==> config.mk <==
export PLATFORM = sky130hd
export DESIGN_NAME = spc_codec
export DESIGN_NICKNAME = d
export VERILOG_FILES = /design/src/design/spc_pkg.sv /design/src/design/spc_codec.sv
export SDC_FILE = /design/constraint.sdc
export NUM_CORES = 1
export LEC_CHECK = 0
export BUFFER_PORTS_ARGS = -buffer_cell sky130_fd_sc_hd__clkbuf_2
export CAP_MARGIN = 40
export CORE_UTILIZATION = 57
export CTS_CLUSTER_DIAMETER = 100
export DETAILED_ROUTE_END_ITERATION = 10
export PLACE_DENSITY = 0.9
export SLEW_MARGIN = 30
export SYNTH_ARGS = -nofsm -noshare
export SYNTH_HDL_FRONTEND = slang
export SYNTH_SLANG_ARGS = --single-unit
==> constraint.sdc <==
create_clock -name clk_sys_i -period 2.8 [get_ports clk_sys_i]
set_input_delay 0.14 -clock clk_sys_i [delete_from_list [all_inputs] [get_ports clk_sys_i]]
set_output_delay 0.14 -clock clk_sys_i [all_outputs]
set_load 0.005 [all_outputs]
==> src/design/spc_pkg.sv <==
// shared constants for the link primitive codec
package spc_pkg;

  // control and data character codes, 8-bit value before 8b/10b
  localparam logic [7:0] K28_3 = 8'h7C;
  localparam logic [7:0] K28_5 = 8'hBC;
  localparam logic [7:0] K28_6 = 8'hDC;
  localparam logic [7:0] D01_3 = 8'h61;
  localparam logic [7:0] D01_4 = 8'h81;
  localparam logic [7:0] D02_0 = 8'h02;
  localparam logic [7:0] D04_7 = 8'hE4;
  localparam logic [7:0] D07_0 = 8'h07;
  localparam logic [7:0] D07_3 = 8'h67;
  localparam logic [7:0] D10_2 = 8'h4A;
  localparam logic [7:0] D10_5 = 8'hAA;
  localparam logic [7:0] D16_7 = 8'hF0;
  localparam logic [7:0] D21_4 = 8'h95;
  localparam logic [7:0] D21_5 = 8'hB5;
  localparam logic [7:0] D21_6 = 8'hD5;
  localparam logic [7:0] D21_7 = 8'hF5;
  localparam logic [7:0] D22_1 = 8'h36;
  localparam logic [7:0] D24_0 = 8'h18;
  localparam logic [7:0] D25_4 = 8'h99;
  localparam logic [7:0] D27_3 = 8'h7B;
  localparam logic [7:0] D27_4 = 8'h9B;
  localparam logic [7:0] D29_7 = 8'hFD;
  localparam logic [7:0] D30_0 = 8'h1E;
  localparam logic [7:0] D31_4 = 8'h9F;

  // primitive codes seen at the user ports
  typedef enum logic [4:0] {
    PRIM_NONE       = 5'h00,
    PRIM_ALIGN0     = 5'h01,
    PRIM_ALIGN1     = 5'h02,
    PRIM_ALIGN2     = 5'h03,
    PRIM_ALIGN3     = 5'h04,
    PRIM_HARD_RESET = 5'h05,
    PRIM_ERROR      = 5'h06,
    PRIM_BREAK      = 5'h07,
    PRIM_CLOSE      = 5'h08,
    PRIM_EOAF       = 5'h09,
    PRIM_AIP_CONN   = 5'h0A,
    PRIM_AIP_DEV    = 5'h0B,
    PRIM_AIP_PART   = 5'h0C,
    PRIM_AIP_RSVP   = 5'h0D,
    PRIM_BC_CHANGE  = 5'h0E,
    PRIM_BC_RSVC0   = 5'h0F,
    PRIM_BC_RSVC1   = 5'h10,
    PRIM_STP_CONT   = 5'h11,
    PRIM_STP_DMAT   = 5'h12,
    PRIM_STP_EOF    = 5'h13,
    PRIM_STP_HOLD   = 5'h14,
    PRIM_STP_HOLDA  = 5'h15,
    PRIM_STP_PMACK  = 5'h16,
    PRIM_STP_PMNAK  = 5'h17,
    PRIM_SATA_ERR   = 5'h18,
    PRIM_OTHER_K    = 5'h19
  } spc_prim_type;

  // sequence types for the transmit pattern
  typedef enum logic [2:0] {
    SEQ_SINGLE    = 3'h0,
    SEQ_REPEATED  = 3'h1,
    SEQ_CONTINUED = 3'h2,
    SEQ_TRIPLE    = 3'h3,
    SEQ_REDUNDANT = 3'h4
  } spc_seq_type;

  // dwords sent per request for each sequence type
  localparam logic [2:0] CNT_SINGLE = 3'h1;
  localparam logic [2:0] CNT_TRIPLE = 3'h3;
  localparam logic [2:0] CNT_REDUNDANT = 3'h6;
  localparam logic [2:0] CNT_REPEATED = 3'h2;
  localparam logic [2:0] CNT_CONTINUED = 3'h2;

endpackage

==> src/design/spc_codec.sv <==
`timescale 1ns/10ps
// What this block does
// K28.5 lead; four ALIGN codings
// hard reset, error, break, close, eoaf codings
// aip waiting on connection coding
// aip waiting on device coding
// aip waiting on partial coding
// reserved waiting-partial aip kept distinct
// reserved change broadcast 0 recognised
// reserved change broadcast 1 recognised
// send pattern follows sequence type
// stp flow continued; eof/cont/dmat single
// pm ack/nak repeated
// stp set only inside stp or sata
// stp roles: initiator/host, target/device
// relayed dwords pass unchanged
// K28.6 dword is invalid, not primitive
// error dword only from expander, outside stp
// stp primitives lead with K28.3
// ssp/smp primitives also lead with K28.5
// unknown control dword flagged invalid
module spc_codec (
  // clock and reset
  input wire logic clk_sys_i,
  input wire logic rst_n_i,
  // port role and link state
  // all three are levels, held steady by the link layer
  // across a connection; they gate legality, not timing
  input wire logic is_expander_i,
  input wire logic sata_link_i,
  input wire logic stp_conn_i,
  // transmit request
  input wire logic tx_req_i,
  input wire logic [4:0] tx_prim_i,
  output logic tx_ready_o,
  output logic tx_refused_o,
  // relay path
  // a relayed dword wins the line over our own request
  input wire logic relay_valid_i,
  input wire logic [31:0] relay_dword_i,
  input wire logic [3:0] relay_k_i,
  // transmit dword, first character in bits 7:0
  output logic [31:0] tx_dword_o,
  output logic [3:0] tx_k_o,
  output logic tx_valid_o,
  // receive dword
  // same character order as the transmit side
  input wire logic rx_valid_i,
  input wire logic [31:0] rx_dword_i,
  input wire logic [3:0] rx_k_i,
  // decode result
  output logic [4:0] rx_prim_o,
  output logic rx_prim_valid_o,
  output logic rx_invalid_o
);

  // full registered state
  // one struct so every output comes straight from a flop;
  // only tx_ready_o is left combinational, as a handshake
  // output, so that back-to-back singles need no bubble
  typedef struct packed {
    logic [31:0] tx_dword;
    logic [3:0] tx_k;
    logic tx_valid;
    logic tx_refused;
    logic [2:0] remain;
    logic [4:0] rx_prim;
    logic rx_valid;
    logic rx_invalid;
  } spc_state_type;

  spc_state_type state_reg;
  spc_state_type state_next;

  // dword from three data characters after a lead control character
  // first character lands in the low byte, the order on the wire
  // and the order the receive side expects
  function automatic logic [31:0] mk(input logic [7:0] k,
    input logic [7:0] c2, input logic [7:0] c3, input logic [7:0] c4);
    mk = {c4, c3, c2, k};
  endfunction

  // primitive code to dword; zero means no encoding
  // shared by the encoder and the decoder so that both sides
  // can never disagree on a coding
  // zero is safe as a marker: no real dword is all zero,
  // since every one leads with a control character
  function automatic logic [31:0] enc(input logic [4:0] p);
    case (p)
      // align set: four variants, all with the common lead
      // the first one breaks the repeat pattern in its last
      // character, the rest repeat one data character
      spc_pkg::PRIM_ALIGN0: enc = mk(spc_pkg::K28_5, spc_pkg::D10_2,
        spc_pkg::D10_2, spc_pkg::D27_3);
      spc_pkg::PRIM_ALIGN1: enc = mk(spc_pkg::K28_5, spc_pkg::D07_0,
        spc_pkg::D07_0, spc_pkg::D07_0);
      spc_pkg::PRIM_ALIGN2: enc = mk(spc_pkg::K28_5, spc_pkg::D01_3,
        spc_pkg::D01_3, spc_pkg::D01_3);
      spc_pkg::PRIM_ALIGN3: enc = mk(spc_pkg::K28_5, spc_pkg::D27_3,
        spc_pkg::D27_3, spc_pkg::D27_3);
      // link control primitives
      // hard reset, error, break and close share a second
      // character, so the last two decide between them
      spc_pkg::PRIM_HARD_RESET: enc = mk(spc_pkg::K28_5, spc_pkg::D02_0,
        spc_pkg::D02_0, spc_pkg::D02_0);
      spc_pkg::PRIM_ERROR: enc = mk(spc_pkg::K28_5, spc_pkg::D02_0,
        spc_pkg::D01_4, spc_pkg::D29_7);
      spc_pkg::PRIM_BREAK: enc = mk(spc_pkg::K28_5, spc_pkg::D02_0,
        spc_pkg::D24_0, spc_pkg::D07_3);
      spc_pkg::PRIM_CLOSE: enc = mk(spc_pkg::K28_5, spc_pkg::D02_0,
        spc_pkg::D30_0, spc_pkg::D27_4);
      spc_pkg::PRIM_EOAF: enc = mk(spc_pkg::K28_5, spc_pkg::D24_0,
        spc_pkg::D07_3, spc_pkg::D31_4);
      // arbitration in progress variants
      // all share the second character; the reserved one
      // must stay apart from the three defined ones
      spc_pkg::PRIM_AIP_CONN: enc = mk(spc_pkg::K28_5, spc_pkg::D27_4,
        spc_pkg::D07_3, spc_pkg::D24_0);
      spc_pkg::PRIM_AIP_DEV: enc = mk(spc_pkg::K28_5, spc_pkg::D27_4,
        spc_pkg::D30_0, spc_pkg::D29_7);
      spc_pkg::PRIM_AIP_PART: enc = mk(spc_pkg::K28_5, spc_pkg::D27_4,
        spc_pkg::D24_0, spc_pkg::D04_7);
      spc_pkg::PRIM_AIP_RSVP: enc = mk(spc_pkg::K28_5, spc_pkg::D27_4,
        spc_pkg::D01_4, spc_pkg::D07_3);
      // change broadcasts, one defined and two reserved
      // reserved ones are sent only so the decoder can be
      // exercised end to end
      spc_pkg::PRIM_BC_CHANGE: enc = mk(spc_pkg::K28_5, spc_pkg::D04_7,
        spc_pkg::D02_0, spc_pkg::D01_4);
      spc_pkg::PRIM_BC_RSVC0: enc = mk(spc_pkg::K28_5, spc_pkg::D04_7,
        spc_pkg::D24_0, spc_pkg::D31_4);
      spc_pkg::PRIM_BC_RSVC1: enc = mk(spc_pkg::K28_5, spc_pkg::D04_7,
        spc_pkg::D27_4, spc_pkg::D07_3);
      // stp and sata set, with its own lead character
      // legality of these is checked outside this function
      spc_pkg::PRIM_STP_CONT: enc = mk(spc_pkg::K28_3, spc_pkg::D10_5,
        spc_pkg::D25_4, spc_pkg::D25_4);
      spc_pkg::PRIM_STP_DMAT: enc = mk(spc_pkg::K28_3, spc_pkg::D21_5,
        spc_pkg::D22_1, spc_pkg::D22_1);
      spc_pkg::PRIM_STP_EOF: enc = mk(spc_pkg::K28_3, spc_pkg::D21_5,
        spc_pkg::D21_6, spc_pkg::D21_6);
      spc_pkg::PRIM_STP_HOLD: enc = mk(spc_pkg::K28_3, spc_pkg::D10_5,
        spc_pkg::D21_6, spc_pkg::D21_6);
      spc_pkg::PRIM_STP_HOLDA: enc = mk(spc_pkg::K28_3, spc_pkg::D10_5,
        spc_pkg::D21_4, spc_pkg::D21_4);
      spc_pkg::PRIM_STP_PMACK: enc = mk(spc_pkg::K28_3, spc_pkg::D21_4,
        spc_pkg::D21_4, spc_pkg::D21_4);
      spc_pkg::PRIM_STP_PMNAK: enc = mk(spc_pkg::K28_3, spc_pkg::D21_4,
        spc_pkg::D21_7, spc_pkg::D21_7);
      // error dword: not a primitive, but coded here so an
      // expander can originate it and the decoder can spot it
      spc_pkg::PRIM_SATA_ERR: enc = mk(spc_pkg::K28_6, spc_pkg::D02_0,
        spc_pkg::D01_4, spc_pkg::D29_7);
      // none, other-control and spare codes: nothing to send
      default: enc = 32'h0000_0000;
    endcase
  endfunction

  // sequence type of each primitive
  // the type fixes how many dwords one request puts on the line
  // anything not listed goes out once
  function automatic spc_pkg::spc_seq_type seq_of(input logic [4:0] p);
    case (p)
      // the longest pattern, so a reset survives bit errors
      spc_pkg::PRIM_HARD_RESET: seq_of = spc_pkg::SEQ_REDUNDANT;
      // sent three times in a row
      spc_pkg::PRIM_BC_CHANGE,
      spc_pkg::PRIM_BC_RSVC0,
      spc_pkg::PRIM_BC_RSVC1,
      spc_pkg::PRIM_CLOSE,
      spc_pkg::PRIM_BREAK: seq_of = spc_pkg::SEQ_TRIPLE;
      // flow control: the link layer continues after two
      spc_pkg::PRIM_STP_HOLD,
      spc_pkg::PRIM_STP_HOLDA: seq_of = spc_pkg::SEQ_CONTINUED;
      // power management answers
      spc_pkg::PRIM_STP_PMACK,
      spc_pkg::PRIM_STP_PMNAK: seq_of = spc_pkg::SEQ_REPEATED;
      default: seq_of = spc_pkg::SEQ_SINGLE;
    endcase
  endfunction

  // dwords to send for a sequence type
  // continued and repeated stop after two here; keeping the
  // line filled beyond that is left to the link layer, which
  // knows when the condition behind them ends
  function automatic logic [2:0] cnt_of(input spc_pkg::spc_seq_type s);
    case (s)
      spc_pkg::SEQ_TRIPLE: cnt_of = spc_pkg::CNT_TRIPLE;
      spc_pkg::SEQ_REDUNDANT: cnt_of = spc_pkg::CNT_REDUNDANT;
      spc_pkg::SEQ_REPEATED: cnt_of = spc_pkg::CNT_REPEATED;
      spc_pkg::SEQ_CONTINUED: cnt_of = spc_pkg::CNT_CONTINUED;
      default: cnt_of = spc_pkg::CNT_SINGLE;
    endcase
  endfunction

  // primitive belongs to the stp/sata set
  // relies on the stp codes being one contiguous run in the
  // package enum; a new code outside that run escapes the check
  function automatic logic is_stp(input logic [4:0] p);
    is_stp = (p >= spc_pkg::PRIM_STP_CONT) && (p <= spc_pkg::PRIM_STP_PMNAK);
  endfunction

  // codes reported as invalid dwords rather than primitives
  // used by both decoder flags so they can never overlap
  function automatic logic is_bad(input logic [4:0] c);
    is_bad = (c == spc_pkg::PRIM_SATA_ERR) || (c == spc_pkg::PRIM_OTHER_K);
  endfunction

  // decode scratch
  // combinational only; nothing here is held across edges
  logic [4:0] dec_code;
  logic tx_ok;
  logic [31:0] tx_word;

  // request legality and encoder lookup
  // legality is judged on the levels seen at the request edge;
  // a role or link change in mid-sequence does not cut the
  // sequence short, since it was legal when taken
  // an unknown code is refused as well, never sent as zero
  always_comb begin
    tx_word = enc(tx_prim_i);
    tx_ok = (tx_word != 32'h0000_0000);
    // stp set only on sata links or inside stp connection
    if (is_stp(tx_prim_i) && !(sata_link_i || stp_conn_i)) begin
      tx_ok = 1'b0;
    end
    // error dword: expander only, toward sata, never in stp
    if (tx_prim_i == spc_pkg::PRIM_SATA_ERR &&
        (!is_expander_i || !sata_link_i || stp_conn_i)) begin
      tx_ok = 1'b0;
    end
  end

  // receive lookup: match against every known encoding
  // a full compare of all 32 bits plus the control flags, so a
  // reserved variant never aliases a defined one
  // the loop unrolls into one comparator per code; cheap next
  // to the cost of a separate decode table
  // only the lead character may be a control character
  always_comb begin
    dec_code = spc_pkg::PRIM_NONE;
    for (int i = 1; i < 25; i++) begin
      if (rx_dword_i == enc(5'(i)) && rx_k_i == 4'h1) begin
        dec_code = 5'(i);
      end
    end
    // K28.6 lead can never be a primitive
    if (rx_dword_i[7:0] == spc_pkg::K28_6 && rx_k_i[0]) begin
      dec_code = spc_pkg::PRIM_SATA_ERR;
    end
    // any control character, lead or not, but no match
    if (dec_code == spc_pkg::PRIM_NONE && rx_k_i != 4'h0) begin
      dec_code = spc_pkg::PRIM_OTHER_K;
    end
  end

  // ready when no sequence is in progress; relay takes priority
  // ready rises while the last dword of a sequence is on the
  // line, so the next request follows with no gap
  // everything else is a plain copy of the state register
  assign tx_ready_o = (state_reg.remain <= 3'h1) && !relay_valid_i;
  assign tx_refused_o = state_reg.tx_refused;
  assign tx_dword_o = state_reg.tx_dword;
  assign tx_k_o = state_reg.tx_k;
  assign tx_valid_o = state_reg.tx_valid;
  assign rx_prim_o = state_reg.rx_prim;
  assign rx_prim_valid_o = state_reg.rx_valid;
  assign rx_invalid_o = state_reg.rx_invalid;

  // next-state logic
  // pulses (valid, refused, decoder flags) default low and are
  // raised only by the branch that earns them
  // the sequence count runs on under a relay; a relay in the
  // middle of a sequence therefore shortens it, a limitation
  // accepted to keep the relay path free of any buffer
  always_comb begin
    state_next = state_reg;
    state_next.tx_refused = 1'b0;
    state_next.tx_valid = 1'b0;
    if (state_reg.remain != 3'h0) begin
      state_next.remain = state_reg.remain - 3'h1;
    end
    if (relay_valid_i) begin
      // forwarded as is; this end is not the originator
      state_next.tx_dword = relay_dword_i;
      state_next.tx_k = relay_k_i;
      state_next.tx_valid = 1'b1;
    end else if (state_reg.remain > 3'h1) begin
      // repeat the held dword for the rest of the sequence
      state_next.tx_valid = 1'b1;
    end else if (tx_req_i && tx_ok) begin
      state_next.tx_dword = tx_word;
      state_next.tx_k = 4'h1;
      state_next.tx_valid = 1'b1;
      state_next.remain = cnt_of(seq_of(tx_prim_i));
    end else if (tx_req_i) begin
      // illegal for this role or link, or a code with no encoding: nothing goes out
      state_next.tx_refused = 1'b1;
    end
    // decoder output
    // a dword is either a primitive, an invalid dword or data
    state_next.rx_valid = rx_valid_i &&
      (dec_code != spc_pkg::PRIM_NONE) && !is_bad(dec_code);
    state_next.rx_invalid = rx_valid_i && is_bad(dec_code);
    // code held until the next received dword
    if (rx_valid_i) begin
      state_next.rx_prim = dec_code;
    end
  end

  // state register
  // async clear puts the line idle and the decoder silent
  // before the first clock
  always_ff @(posedge clk_sys_i or negedge rst_n_i) begin
    if (!rst_n_i) begin
      state_reg <= '0;
    end else begin
      state_reg <= state_next;
    end
  end

endmodule

==> summary.txt <==
number of flops mapped to enable cells by yosys - 0
fraction of layout cells with a size suffix above 1 - 28.0%
H-tree Lvls - 2
Net Sw Frac - 38.3%
vias per inst - 6.49
Reg2Reg Setup Slack - 0.64 ns
gr usage total - 36.5%
peak supply drop - 0.262 mV
CTS Root Cell - clkbuf_8
DP Wirelength - 12600 microns
Hold WC Path Type - in2reg
CP Class - in2reg
initial antenna violation count - 0
CP Max Fanout - 12
Worst Path Arrival - 2.77 ns
Yosys reg bits - 48
Placed Instances - 828
Pwr Density - 435 mW/mm^2
Power Total - 2.42 mW
slew margin rel. - 56.5%
Largest register FFs - 32
Gate power share - 43.3%
Sequential Power Share - 38.1%
I/O pin count - 131
min cycle time layout - 2.53 ns
P&R area growth vs syn - 15.3%
Final WS setup - 0.266 ns
CTS tree - yes
Synth area leaders - dfrtp_1 (25%), nand2_1 (7.6%), buf_4 (6.7%), nor2_1 (4.0%), ha_1 (3.4%)
commonest non-fill, non-tap cells in the layout - clkbuf_2 (130), nand2_1 (98), nor2_1 (50), dfrtp_1 (48), buf_4 (46)
Wirelength per Cell - 19.2 microns
via count - 5429
DRT Pass-1 Iters - 7
CTS Buf Count - 5
NetSw - 925 uW
aggregate global routing overflow - 0
Mean Syn Cell Area - 7.56 sq um
Die Span X - 94.0 microns
fillers - 721
Min-Delay Path Depth - 3
vias in the first global route - 4931
asr flop ratio synth - 100%
Site Rows - 33
outcome - finished, final reports clean
Mapped Area - 0.00483 sq mm
DIE AREA - 0.00884 sq mm
skew final - 0.0108 ns
critical path required time - 3.03 ns
pin count of the biggest net entering global routing - 68
final wirelength - 16000 microns
# DRC - 0
Yosys top cell area share - 24.9%
nets@finish - 829
commonest non-fill, non-tap cell in the layout - clkbuf_2
FF-to-FF Start - state_reg[8]
internal power - 1.49 mW
number of setup buffers added after CTS - 0
r2r endpoint - state_reg[7]
core area - 0.00822 sq mm
static leakage - 2.49 nW
post-synthesis sequential area ratio - 24.9%
power share of the clock group - 18.6%
Ys Warns - 0
clk buf depth - 2
clk_lat worst skew - 0.30 ns
max-cap violations - 0
worst hold endpoint - tx_dword_o[23]
RSZ-0062 raised after global routing - false
post-synth cell types - 72
endpoints failing setup - 0
Port Buffers - 130
Sink Count - 48
worst reg-to-reg path cell count - 8
Routed Antenna Nets - 0
global placement routability congestion - 1.05
fin crit share - 90.5%
die extent in y - 94.0 microns
Reg clk slew, reported paths - 0.10 ns
Final Max Slew Viols - 0
Worst setup EP type - flip-flop
Startpoint Class - input port
Max Clk Rate - 0.395 GHz
launch point of the worst hold path - relay_dword_i[23]
Synth Net Count - 736
initial DRC count - 627
Non-Filler Instances - 837
Synth Instances - 638
pre-CTS WS - -0.159 ns
largest area contributor in the netlist - dfrtp_1
first-pass GRT wire length - 25000 microns
Final Hold Viols - 0
dominant synthesized flop cell - dfrtp_1
ANT cells - 0
Initial Util - 58.7%
Worst Max-Slew Pin Slew - 0.643 ns
[logic make-up (layout without fill, tap and decap cells)]
family                     Yosys count  after routing  synth area share (%)
DFF                                 48             48                  24.9
and+or+nand+nor                    311            311                  34.9
buffers and inverters              105            199                  11.8
adders and majority gates           13             13                  3.37
AOI/OAI and AO/OA                  146            146                  21.1
muxes                               12             12                  3.32
xor gates and xnor gates             3              3                 0.545
[layout make-up]
cell class              count  area (sq um)  area share, %
clock buffers               6          82.6           1.48
multi-input cells         485          3060           55.0
flip-flops and latches     48          1200           21.6
repair buffers            178          1030           18.4
well taps                 105           131           2.36
inverters                  13          48.8          0.877
clock inverters             2          15.0          0.270
[routing by layer]
layer	track usage [%]	part of all wire (%)	vias to the layer above
li1	-	-	2503
met1	53.6	44	2530
met2	54.8	43	364
met3	6.23	11	32
met4	9.62	2.0	0
met5	0	0	-
[worst max path at each step]
stage,from,endpoint,cells after the start
after floorplan,tx_prim_i[2],tx_dword_o[21],13
after global placement,tx_prim_i[3],tx_dword_o[22],10
after detailed placement,tx_prim_i[1],tx_dword_o[22],12
after CTS,tx_prim_i[1],tx_dword_o[22],12
after global routing,tx_prim_i[3],state_reg[7],11
final,tx_prim_i[1],state_reg[7],13
[cells in the mapped netlist (all sizes together) (6+ instances only)]
| cell | instances |
|---|---|
| nand2 | 98 |
| nor2b | 14 |
| clkbuf | 31 |
| o22ai | 8 |
| a21oi | 26 |
| nor4 | 19 |
| nand4b | 7 |
| nand3 | 17 |
| a221o | 12 |
| dfrtp | 48 |
| o21ai | 31 |
| nand4 | 23 |
| or4 | 7 |
| mux2i | 7 |
| and2 | 6 |
| nand2b | 9 |
| nor2 | 52 |
| ha | 13 |
| nor3 | 11 |
| a22oi | 6 |
| nor4bb | 9 |
| o221ai | 12 |
| buf | 61 |
| inv | 12 |
[power groups by stage]
stage / sequential [mW] / clock, mW / combinational (mW)
after floorplan: 0.902 / 0 / 0.753
after global placement: 0.927 / 0 / 0.993
after detailed placement: 0.933 / 0 / 1.03
after CTS: 0.922 / 0.444 / 1.03
after global routing: 0.939 / 0.485 / 1.14
final: 0.921 / 0.450 / 1.05
[timing repair]
action,4_1_cts,5_1_grt
hold buffers,1,0
endpoints found under the setup margin,0,1
endpoints found under the hold margin,20,0
resized for setup,0,1
[worst max-delay path, cell delays in order]
cell and delay (ns):
clkbuf_2 0.09, inv_1 0.21, ha_1 0.22, buf_4 0.17
nor2b_1 0.07, o311ai_1 0.37, o21a_1 0.20, nand3b_1 0.21
o211ai_1 0.16, or2_1 0.31, buf_4 0.21, or3_1 0.31
o21ai_0 0.07
[metrics by stage]
stage | TNS (ns) | area [sq um] | util [%] | hold slack [ns]
2_1_floorplan | 0 | 4830 | - | -0.156
3_3_place_gp | -0.110 | 5450 | 66.4 | 0.140
3_5_place_dp | -0.159 | 5450 | 66.4 | 0.156
4_1_cts | 0 | 5560 | 67.7 | 0.0439
5_1_grt | 0 | 5560 | 67.7 | 0.0534
6_report | 0 | 5560 | 67.7 | 0.0382
No activity file was read; power rests on OpenSTA's default activity.
